### src/shared/cdc_consts.svh
`ifndef CDC_CONSTS_SVH
`define CDC_CONSTS_SVH

// clock period of the block clock, ns
`define CDC_CLK_NS 20
// settle time of one conversion at frequency multiplier 1, ns
`define CDC_SETTLE_NS 2000
// settle cycles at multiplier 1, least time so rounded up
`define CDC_SETTLE_CYC ((`CDC_SETTLE_NS + `CDC_CLK_NS - 1) / `CDC_CLK_NS)
// excitation half period at multiplier 1, ns
`define CDC_EXC_HALF_NS 200
`define CDC_EXC_HALF_CYC ((`CDC_EXC_HALF_NS + `CDC_CLK_NS - 1) / `CDC_CLK_NS)

// total capacitance multiplier in hundredths
`define CDC_CMULT_0 14'd144
`define CDC_CMULT_1 14'd576
`define CDC_CMULT_2 14'd2304
`define CDC_CMULT_3 14'd9216

// resolution codes
`define CDC_RES_8 2'h0
`define CDC_RES_10 2'h1
`define CDC_RES_12 2'h2
`define CDC_RES_14 2'h3

// full internal fraction width of the divider
`define CDC_FRAC_BITS 14
`define CDC_RESULT_RST 14'h0000

`endif

### src/shared/cdc_pkg.sv
package cdc_pkg;

    // configuration word as held in nonvolatile memory
    typedef struct packed {
        logic temp_select;
        logic diff_mode;
        logic [1:0] result_resolution;
        logic [1:0] range_multiplier_code;
        logic [2:0] reference_trim_field;
        logic [2:0] offset_trim_field;
    } cdc_cfg_t;

    // capacitances in hundredths of a picofarad
    typedef struct packed {
        logic [15:0] c0;
        logic [15:0] c1;
    } cdc_caps_t;

    typedef enum logic [2:0] {
        CDC_IDLE = 3'b001,
        CDC_SETTLE = 3'b010,
        CDC_DIVIDE = 3'b100
    } cdc_state_t;

endpackage

### src/hw/cdc_config.sv
// How it works
// - selector picks sensor or temperature path
// - single sensor and differential ratio modes
// - nonvolatile config word latched per conversion
// - reference from trim field and range code
// - offset equals multiplier times trim times 1pF
// - single ended: (c0 - offset) over reference
// - raw value is ratio times two^resolution
// - zero reference trim divides by external c1
// - differential: c0 over c0 plus c1
// - range code sets frequency and total multiplier
// - larger multiplier lengthens conversion time
// - far overrange input may look valid
// - temperature reading delivered fourteen bits wide
// - excitation frequency divided by multiplier
`timescale 1ns/1ps
`include "cdc_consts.svh"
module cdc_config
    import cdc_pkg::*;
(
    input wire logic clk,
    input wire logic rst_n,
    input wire cdc_cfg_t nvm_cfg,
    input wire cdc_caps_t caps_in,
    input wire logic [13:0] temp_in,
    input wire logic conv_start,
    output logic busy,
    output logic done,
    output logic [13:0] result,
    output logic clamped,
    output logic exc_out
);

    // frequency multiplier 1, 2, 4, 8
    function automatic logic [3:0] freq_mult(input logic [1:0] code);
        freq_mult = 4'(4'h1 << code);
    endfunction

    // total capacitance multiplier in hundredths
    function automatic logic [13:0] cmult(input logic [1:0] code);
        case (code)
            2'h0: cmult = `CDC_CMULT_0;
            2'h1: cmult = `CDC_CMULT_1;
            2'h2: cmult = `CDC_CMULT_2;
            default: cmult = `CDC_CMULT_3;
        endcase
    endfunction

    localparam logic [15:0] SETTLE_CYC = 16'(`CDC_SETTLE_CYC);
    localparam logic [15:0] EXC_HALF_CYC = 16'(`CDC_EXC_HALF_CYC);

    cdc_state_t state_reg;
    cdc_cfg_t cfg_reg;
    cdc_caps_t caps_reg;
    logic [13:0] temp_reg;
    logic [15:0] wait_reg;
    logic [3:0] bit_reg;
    logic [17:0] rem_reg;
    logic [13:0] quo_reg;
    logic [15:0] exc_cnt_reg;
    logic [16:0] coff;
    logic [16:0] cref;
    logic [16:0] num;
    logic [16:0] den;
    logic below_zero;
    logic at_one;
    logic [17:0] rem_sh;
    logic [13:0] full_code;
    logic [13:0] scaled;
    logic [13:0] quo_next;

    // offset and reference capacitors from trims
    assign coff = 17'(cmult(cfg_reg.range_multiplier_code))
                * 17'(cfg_reg.offset_trim_field);
    assign cref = 17'(cmult(cfg_reg.range_multiplier_code))
                * 17'(cfg_reg.reference_trim_field);

    // numerator and denominator of the sensor ratio
    always_comb begin
        if (cfg_reg.diff_mode) begin
            num = {1'b0, caps_reg.c0};
            den = 17'({1'b0, caps_reg.c0}) + 17'({1'b0, caps_reg.c1});
        end else if (cfg_reg.reference_trim_field == 3'h0) begin
            num = 17'({1'b0, caps_reg.c0} - coff);
            den = {1'b0, caps_reg.c1};
        end else begin
            num = 17'({1'b0, caps_reg.c0} - coff);
            den = cref;
        end
    end

    // out-of-window ratios; far overrange is not detected here
    assign below_zero = !cfg_reg.diff_mode && ({1'b0, caps_reg.c0} < coff);
    assign at_one = !below_zero && (num >= den);

    // largest code at the selected resolution
    always_comb begin
        case (cfg_reg.result_resolution)
            `CDC_RES_8: full_code = 14'h00FF;
            `CDC_RES_10: full_code = 14'h03FF;
            `CDC_RES_12: full_code = 14'h0FFF;
            default: full_code = 14'h3FFF;
        endcase
    end

    // quotient including this cycle's bit, so the last bit is not lost
    assign quo_next = {quo_reg[12:0], rem_sh >= {1'b0, den}};

    // fraction scaled down to the selected resolution
    assign scaled = quo_next >> (4'(`CDC_FRAC_BITS)
                  - {1'b0, cfg_reg.result_resolution, 1'b0}
                  - 4'h8);
    assign rem_sh = {rem_reg[16:0], 1'b0};

    // conversion sequencer
    always_ff @(posedge clk or negedge rst_n) begin
        if (!rst_n) begin
            state_reg <= CDC_IDLE;
            wait_reg <= 16'h0000;
            bit_reg <= 4'h0;
        end else begin
            case (state_reg)
                CDC_IDLE: begin
                    if (conv_start) begin
                        state_reg <= CDC_SETTLE;
                        wait_reg <= 16'(SETTLE_CYC
                            * freq_mult(nvm_cfg.range_multiplier_code)
                            - 16'h0001);
                    end
                end
                CDC_SETTLE: begin
                    if (wait_reg != 16'h0000) begin
                        wait_reg <= wait_reg - 16'h0001;
                    end else if (cfg_reg.temp_select || below_zero
                                 || at_one) begin
                        state_reg <= CDC_IDLE;
                    end else begin
                        state_reg <= CDC_DIVIDE;
                        bit_reg <= 4'(`CDC_FRAC_BITS - 1);
                    end
                end
                CDC_DIVIDE: begin
                    if (bit_reg == 4'h0) begin
                        state_reg <= CDC_IDLE;
                    end else begin
                        bit_reg <= bit_reg - 4'h1;
                    end
                end
                default: state_reg <= CDC_IDLE;
            endcase
        end
    end

    // configuration and inputs captured at conversion start
    always_ff @(posedge clk or negedge rst_n) begin
        if (!rst_n) begin
            cfg_reg <= '0;
            caps_reg <= '0;
            temp_reg <= 14'h0000;
        end else if (state_reg == CDC_IDLE && conv_start) begin
            cfg_reg <= nvm_cfg;
            caps_reg <= caps_in;
            temp_reg <= temp_in;
        end
    end

    // restoring division, one quotient bit per cycle
    always_ff @(posedge clk or negedge rst_n) begin
        if (!rst_n) begin
            rem_reg <= 18'h00000;
            quo_reg <= 14'h0000;
        end else if (state_reg == CDC_SETTLE) begin
            rem_reg <= {1'b0, num};
            quo_reg <= 14'h0000;
        end else if (state_reg == CDC_DIVIDE) begin
            if (rem_sh >= {1'b0, den}) begin
                rem_reg <= rem_sh - {1'b0, den};
                quo_reg <= {quo_reg[12:0], 1'b1};
            end else begin
                rem_reg <= rem_sh;
                quo_reg <= {quo_reg[12:0], 1'b0};
            end
        end
    end

    // result selection and completion pulse
    always_ff @(posedge clk or negedge rst_n) begin
        if (!rst_n) begin
            result <= `CDC_RESULT_RST;
            clamped <= 1'b0;
            done <= 1'b0;
        end else begin
            done <= 1'b0;
            if (state_reg == CDC_SETTLE && wait_reg == 16'h0000) begin
                if (cfg_reg.temp_select) begin
                    result <= temp_reg;
                    clamped <= 1'b0;
                    done <= 1'b1;
                end else if (below_zero) begin
                    result <= 14'h0000;
                    clamped <= 1'b1;
                    done <= 1'b1;
                end else if (at_one) begin
                    result <= full_code;
                    clamped <= 1'b1;
                    done <= 1'b1;
                end
            end else if (state_reg == CDC_DIVIDE && bit_reg == 4'h0) begin
                result <= scaled;
                clamped <= 1'b0;
                done <= 1'b1;
            end
        end
    end

    // busy flag
    always_ff @(posedge clk or negedge rst_n) begin
        if (!rst_n) begin
            busy <= 1'b0;
        end else if (state_reg == CDC_IDLE) begin
            busy <= conv_start;
        end else begin
            busy <= !((state_reg == CDC_DIVIDE && bit_reg == 4'h0)
                || (state_reg == CDC_SETTLE && wait_reg == 16'h0000
                    && (cfg_reg.temp_select || below_zero || at_one)));
        end
    end

    // excitation square wave, slowed by the frequency multiplier
    always_ff @(posedge clk or negedge rst_n) begin
        if (!rst_n) begin
            exc_cnt_reg <= 16'h0000;
            exc_out <= 1'b0;
        end else if (state_reg == CDC_IDLE) begin
            exc_cnt_reg <= 16'h0000;
            exc_out <= 1'b0;
        end else if (exc_cnt_reg == 16'(EXC_HALF_CYC
                     * freq_mult(cfg_reg.range_multiplier_code)
                     - 16'h0001)) begin
            exc_cnt_reg <= 16'h0000;
            exc_out <= !exc_out;
        end else begin
            exc_cnt_reg <= exc_cnt_reg + 16'h0001;
        end
    end

endmodule

### config.mk
export PLATFORM = sky130hd
export DESIGN_NAME = cdc_config
export DESIGN_NICKNAME = d
export VERILOG_FILES = /design/src/shared/cdc_pkg.sv /design/src/hw/cdc_config.sv
export VERILOG_INCLUDE_DIRS = /design/src /design/src/shared
export SDC_FILE = /design/constraint.sdc
export NUM_CORES = 1
export LEC_CHECK = 0
export ABC_AREA = 1
export BUFFER_PORTS_ARGS = -buffer_cell sky130_fd_sc_hd__buf_2
export CAP_MARGIN = 20
export CORE_ASPECT_RATIO = 1.25
export CORE_MARGIN = 1
export CORE_UTILIZATION = 55
export CTS_CLUSTER_DIAMETER = 30
export CTS_CLUSTER_SIZE = 20
export DETAILED_ROUTE_END_ITERATION = 10
export PLACE_DENSITY = 0.79
export RECOVER_POWER = 100
export SYNTH_ARGS = -nofsm -noshare
export SYNTH_HDL_FRONTEND = slang
export SYNTH_SLANG_ARGS = --single-unit
export TNS_END_PERCENT = 10
### constraint.sdc
create_clock -name clk -period 4.9 [get_ports clk]
set_input_delay 0.245 -clock clk [delete_from_list [all_inputs] [get_ports clk]]
set_output_delay 0.245 -clock clk [all_outputs]
set_load 0.05 [all_outputs]
# Word-level counts from Yosys, hierarchy flattened
# Cells that the tools add are included.
dict set report op_classes {
  n_shift 3
  n_reduce_logical 27
  eq_ne 15
  n_lt_le_gt_ge 3
  n_mul 4
  addsub 10
  muxes 43
}
# cell count
set ops {}
lappend ops {{$mux 17} 6}
lappend ops {{$pmux 14 s3} 2}
lappend ops {{$mux 14} 5}
lappend ops {{$mux 16} 4}
lappend ops {{$mul 14x3->17} 2}
lappend ops {{$pmux 16 s2} 1}
lappend ops {{$mux 13} 2}
lappend ops {{$ge 18x17->1} 1}
lappend ops {{$add 16x16->17} 1}
lappend ops {{$ge 17x17->1} 1}
lappend ops {{$lt 16x17->1} 1}
lappend ops {{$sub 16x17->17} 1}
lappend ops {{$sub 17x17->17} 1}
lappend ops {{$add 16x1->16 const B} 1}
lappend ops {{$eq 16x16->1} 1}
lappend ops {{$logic_not 16->1} 1}
lappend ops {{$reduce_bool 16->1} 1}
lappend ops {{$sub 16x1->16 const B} 1}
lappend ops {{$mux 1} 14}
lappend ops {{$shr 14x4->14} 1}
lappend ops {{$mux 3} 4}
lappend ops {{$mux 4} 3}
lappend ops {{$sub 11x1->12 const B} 1}
lappend ops {{$ne 2x2->1 const B} 5}
lappend ops {{other kinds (26)} 44}
dict set report totals {
  reg_bits 145
  output_inout_bits 18
  elab_cells 125
  input_bits 61
}

# Depth between registers and ports, before layout
dict set report logic_depth {
  depth_word 12
  ltp_mapped 39
  depth_no_buf 37
}

# Worst setup path before layout
# OpenSTA, ideal clock, no wires.
dict set report synth_path {
  path_type {register to register}
  startpoint {register cfg_reg[7] (netlist name)}
  endpoint {register result[9]}
  setup_time_ns 0.118
  required_ns 4.782
  t_arrival_ns 5.153
  period_less_slack_ns 5.271
  path_stages_with_launch 37
  n_path_buf 2
  setup_slack_ns -0.371
  cell_sequence {dfrtp_1 -> inv_1 -> ha_1 -> clkbuf_1 -> nand2_1 -> inv_1 -> fa_1 -> inv_1 -> fa_1 -> o21ai_0 -> a21oi_1 -> o21bai_1 -> nand2_1 -> nand2_1 -> nand2_1 -> nand2_1 -> xor2_1 -> ha_1 -> nand2_1 -> inv_1 -> a21oi_1 -> nand3_2 -> nand2_2 -> nand2_4 -> nor2_1 -> ha_1 -> a21oi_1 -> o21ai_0 -> nor2_1 -> nand3_1 -> nor2_1 -> nand3_4 -> nand2_4 -> nand2_4 -> buf_6 -> nand2_1 -> nand2_1}
}
dict set report synth_between {
  elab_chain_cells 9
  word_cells_on_any_way 23
  cone_classes {add/sub: 1; mul: 2; order compare: 3; eq/ne: 3; shift: 1; mux: 8; reduce/logical: 5}
}
# item line_no
set synth_lines {}
lappend synth_lines {{from (decl)} cdc_config.sv:53} ;# cdc_cfg_t cfg_reg;
lappend synth_lines {{from (signal assigned)} cdc_config.sv:161} ;# cfg_reg <= nvm_cfg;
lappend synth_lines {{$eq 2x2->1, or another cell as far along} cdc_config.sv:41} ;# case (code)
lappend synth_lines {{$pmux 14 s3 *} cdc_config.sv:41}
lappend synth_lines {{$mul 14x3->17, on equally long branches} {cdc_config.sv:74, cdc_config.sv:76}}
lappend synth_lines {{$sub 16x17->17, or another cell as far along} {cdc_config.sv:84, cdc_config.sv:87}}
lappend synth_lines {{$mux 17 or $logic_and 1x1->1 (tied branches)} {cdc_config.sv:80, cdc_config.sv:93}}
lappend synth_lines {{$ge 17x17->1, or another cell as far along} cdc_config.sv:94} ;# assign at_one = !below_zero && (num >= den);
lappend synth_lines {{$logic_and 1x1->1 or $shr 14x4->14 (tied branches)} {cdc_config.sv:94, cdc_config.sv:110}}
lappend synth_lines {{$ne 4x4->1 (no source line) or $mux 14 (tied branches)} n/a}
lappend synth_lines {{$reduce_and 2->1 (no source line) or $mux 14 (tied branches)} n/a}
lappend synth_lines {{to (signal assigned)} cdc_config.sv:189} ;# result <= `CDC_RESULT_RST;
lappend synth_lines {{to (signal assigned)} cdc_config.sv:196} ;# result <= temp_reg;
lappend synth_lines {{to (signal assigned)} cdc_config.sv:204} ;# result <= full_code;
lappend synth_lines {{to (decl)} cdc_config.sv:29} ;# output logic [13:0] result,
# Mark *: on every way between the ends. The rest lies on a longest branch, timed or not. The select of a mux whose other input is x is not followed.
# A chain may end at the register's enable or synchronous reset.

# Worst setup path in the final report
dict set report layout_path {
  startpoint {register cfg_reg[6] (netlist name)}
  endpoint {register busy}
}
dict set report layout_between {
  elab_chain_cells 12
  word_cells_on_any_way 21
  cone_classes {add/sub: 1; mul: 2; order compare: 2; eq/ne: 2; mux: 5; reduce/logical: 9}
}
# item line_no
set layout_lines {}
lappend layout_lines {{$eq 2x2->1, or another cell as far along} cdc_config.sv:41}
lappend layout_lines {{$pmux 14 s3 *} cdc_config.sv:41}
lappend layout_lines {{$mul 14x3->17, on equally long branches} {cdc_config.sv:74, cdc_config.sv:76}}
lappend layout_lines {{$sub 16x17->17, or another cell as far along} {cdc_config.sv:84, cdc_config.sv:87}}
lappend layout_lines {{$mux 17 or $logic_and 1x1->1 (tied branches)} {cdc_config.sv:80, cdc_config.sv:93}}
lappend layout_lines {{$ge 17x17->1 or $logic_not 1->1 (tied branches)} cdc_config.sv:94}
lappend layout_lines {{$logic_and 1x1->1} cdc_config.sv:94}
lappend layout_lines {{$logic_or 1x1->1 *} cdc_config.sv:225} ;# && (cfg_reg.temp_select || below_zero || at_one)));
lappend layout_lines {{$logic_and 1x1->1 *} cdc_config.sv:225}
lappend layout_lines {{$logic_or 1x1->1 *} cdc_config.sv:224} ;# || (state_reg == CDC_SETTLE && wait_reg == 16'h0000
lappend layout_lines {{$logic_not 1->1 *} cdc_config.sv:223} ;# busy <= !((state_reg == CDC_DIVIDE && bit_reg == 4'h0)
lappend layout_lines {{$mux 1 *} cdc_config.sv:220} ;# end else if (state_reg == CDC_IDLE) begin
lappend layout_lines {{to (signal assigned)} cdc_config.sv:221} ;# busy <= conv_start;
lappend layout_lines {{to (signal assigned)} cdc_config.sv:223}
lappend layout_lines {{to (decl)} cdc_config.sv:27} ;# output logic busy,
# Mark *: on every way between the ends. The rest lies on a longest branch, timed or not.

==> flow_metrics.env <==
export IMPL_slew_viol_final=132
export IMPL_fillerInstances=1806
export IMPL_synthFlopType="dfrtp_1"
export IMPL_synth_warnings=0
export IMPL_synth_common_cells="582 x nand2_1, 205 x inv_1, 144 x dfrtp_1"
export IMPL_worstPathRequired_ns=5.20
export IMPL_drt_wirelength_per_cell_microns=15.42
export IMPL_cts_tree="built"
export IMPL_synth_most_common_cell="nand2_1"
export IMPL_critPathKind="reg2reg"
export IMPL_synth_cells=1721
export IMPL_area_delta_synth_final_pct=17.30
export IMPL_reg2reg_slack_ns=-0.18
export IMPL_numCtsBuffers=17
export IMPL_hpwl_mm=24.37
export IMPL_r2r_start="cfg_reg[6]"
export IMPL_hold_viol=0
export IMPL_top_level_ports=79
export IMPL_drive_above_1_share_pct=14.22
export IMPL_yosysSeqAreaShare_pct=30.53
export IMPL_grt_usage_pct=30.38
export IMPL_synth_compound_area_share_pct=12.43
export IMPL_grt_pass1_wl_mm=54.21
export IMPL_place_gp_congestion=0.9179
export IMPL_wl_mm=33.07
export IMPL_seq_area_sq_mm=0.003632
export IMPL_clk_latency_ns=0.44
export IMPL_place_area_sq_mm=0.01295
export IMPL_crit_path_start_kind="flip-flop"
export IMPL_synth_xor_area_share_pct=3.020
export IMPL_crit_fanout=5
export IMPL_start_util_pct=56.52
export IMPL_diodes=0
export IMPL_power_total_mw=11.39
export IMPL_fin_cells=2144
export IMPL_p_leak_nw=7.484
export IMPL_critPathBufInv=5
export IMPL_antenna_found_initial=0
export IMPL_synth_nets=1906
export IMPL_syn_area_sq_mm=0.01189
export IMPL_synth_edf_count=0
export IMPL_status="finished with violations"
export IMPL_grt_max_degree=98
export IMPL_clock_skew_ns=0.01325
export IMPL_synth_simple_area_share_pct=31.71
export IMPL_cpPeakStageDelay_ns=0.55
export IMPL_port_buffers=78
export IMPL_worst_slack_ns=-0.1757
export IMPL_fp_row_count=59
export IMPL_dp_cells=2093
export IMPL_route_detailed_drc=0
export IMPL_final_nets=2042
export IMPL_final_area_sq_mm=0.01395
export IMPL_viasPerCell=5.521
export IMPL_clk_pin_slew_ns=0.07
export IMPL_postRouteAntennaNets=0
export IMPL_vias=11838
export IMPL_drv_cap=2
export IMPL_period_needed_ns=5.076
export IMPL_core_area_sq_mm=0.02104
export IMPL_htreeDepth=4
export IMPL_grt_ovfl_total=0
export IMPL_dr_pass1_iters=5
export IMPL_ys_top_cells_by_area="dfrtp_1 30%, nand2_1 18%, ha_1 12%, inv_1 6.5%, o21ai_0 4.0%"
export IMPL_slew_headroom_pct=-62.27
export IMPL_grt_pass1_vias=11546
export IMPL_clock_fmax_ghz=0.1970
export IMPL_critical_path_reg2reg_endpoint="busy"
export IMPL_worst_pin_slew_ns=2.434
export IMPL_synth_top_cell_area_share_pct=30.31
export IMPL_cts_path_max_buffers=2
export IMPL_largest_reg_flops=32
export IMPL_path_delay_family="simple AND/OR/NAND/NOR gates"
export IMPL_cts_root_buf="clkbuf_16"
export IMPL_die_x_microns=133.5
export IMPL_async_flop_share_pct=100.0
export IMPL_die_y_microns=166.4
export IMPL_rsz0062_at_grt="yes"
export IMPL_holdWs_ns=0.003139
export IMPL_dieArea_sq_mm=0.02221
export IMPL_vdd_ir_drop_max_v=0.0004005
export IMPL_critPathSlowestCell="fa_1"
export IMPL_ys_ff_latch=145
export IMPL_reg2reg_depth=36
export IMPL_setup_viol=23
export IMPL_pre_cts_ws_ns=-0.2629
export IMPL_crit_top_cell="nand2_1"
export IMPL_hold_class="in2reg"
export IMPL_setup_tns_ns=-3.241
export IMPL_worstSetupStartpoint="cfg_reg[6]"
export IMPL_post_synth_mux_area_share_pct=0.08418
export IMPL_synth_fa_ha_area_share_pct=13.81
export IMPL_yosys_cell_types_count=51
export IMPL_synth_top_family_by_area="simple AND/OR/NAND/NOR gates"
export IMPL_finalCritPeriodShare_pct=103.6
export IMPL_netlist_top_cell_by_area="dfrtp_1"
export IMPL_p_per_area_mw_per_mm2=816.5
export IMPL_drt_initial_drc_count=647
export IMPL_clock_sinks=145
export IMPL_violations="max-capacitance violations, max-slew violations, negative setup slack"
export IMPL_avgSynthCellArea_sq_um=6.909
export IMPL_endpoint="busy"
export IMPL_multi_input_area_sq_mm=0.007590
export IMPL_fin_util_pct=66.29
export IMPL_crit_cells=36
export IMPL_worst_setup_path_end_kind="flip-flop"
export IMPL_critPathArrivalTime_ns=5.38
cells in the final DEF (no fill, tap or decap), types with 12 or more instances in the layout:
| cell type | count |
|---|---|
| ha_4 | 12 |
| o22ai_1 | 13 |
| nor3_1 | 19 |
| a21oi_1 | 75 |
| nand2_2 | 18 |
| inv_1 | 199 |
| clkbuf_16 | 17 |
| buf_4 | 69 |
| ha_1 | 100 |
| xor2_1 | 27 |
| nand2_1 | 569 |
| o21ai_0 | 91 |
| nand3_1 | 93 |
| dfrtp_1 | 142 |
| buf_2 | 59 |
| nand4_1 | 18 |
| xnor2_1 | 13 |
| nor2_1 | 116 |
| clkbuf_1 | 21 |
per-layer routing:
| layer | wire (microns) | vias to the layer above | global-route usage, % |
|---|---|---|---|
| met1 | 13660 | 5519 | 36.08 |
| met2 | 16400 | 363 | 53.35 |
| li1 | - | 5850 | - |
| met4 | 1462 | 0 | 16.16 |
| met3 | 1543 | 106 | 3.510 |
| met5 | 0 | - | 0 |
report_power, final:
part	switching (mW)	internal [mW]	total [mW]
Clock	0.602	0.665	1.27
Sequential	0.470	1.56	2.03
Combinational	4.94	3.15	8.09
Total	6.01	5.38	11.4
final cells by class:
class                           count  area share [%]
Tap cell                          274           2.458
Timing Repair Buffer              163           7.410
Sequential cell                   145           26.04
Multi-Input combinational cell   1320           54.42
Clock inverter                     14          0.9061
Inverter                          210           5.688
Clock buffer                       18           3.077
kinds of logic (layout without fill, tap and decap cells):
| group | count (synthesis) | count (layout) |
|---|---|---|
| simple gates | 893 | 894 |
| xor+xnor | 41 | 41 |
| compound gates | 260 | 260 |
| buf+inv | 257 | 405 |
| mux | 1 | 1 |
| fa+ha+maj | 124 | 124 |
| flops | 145 | 145 |
repair_timing:
action | CTS | global route
pin swaps | 15 | 18
resized for setup | 30 | 40
setup endpoints to repair | 34 | 41
cloned | 1 | 0
endpoints found under the hold margin | 104 | 0
hold buffers | 9 | 0
setup buffers | 5 | 3
tightest hold or removal path: stages:
cell     delay (ns)
buf_2          0.07
nand2_1        0.04
nand2_1        0.04
worst min path at each step:
stage / startpoint / end / slack, ns / depth (start not counted)
after floorplan: rst_n / bit_reg[0] / -0.05 / 0
after detailed placement: rst_n / exc_cnt_reg[9] / 0.40 / 1
after CTS: caps_in[13] / caps_reg[13] / 0.0006 / 3
after global placement: rst_n / exc_cnt_reg[10] / 0.40 / 1
after global routing: temp_in[2] / temp_reg[2] / 0.01 / 3
final: nvm_cfg[0] / cfg_reg[0] / 0.003 / 3
No activity file was read; power rests on OpenSTA's default activity.
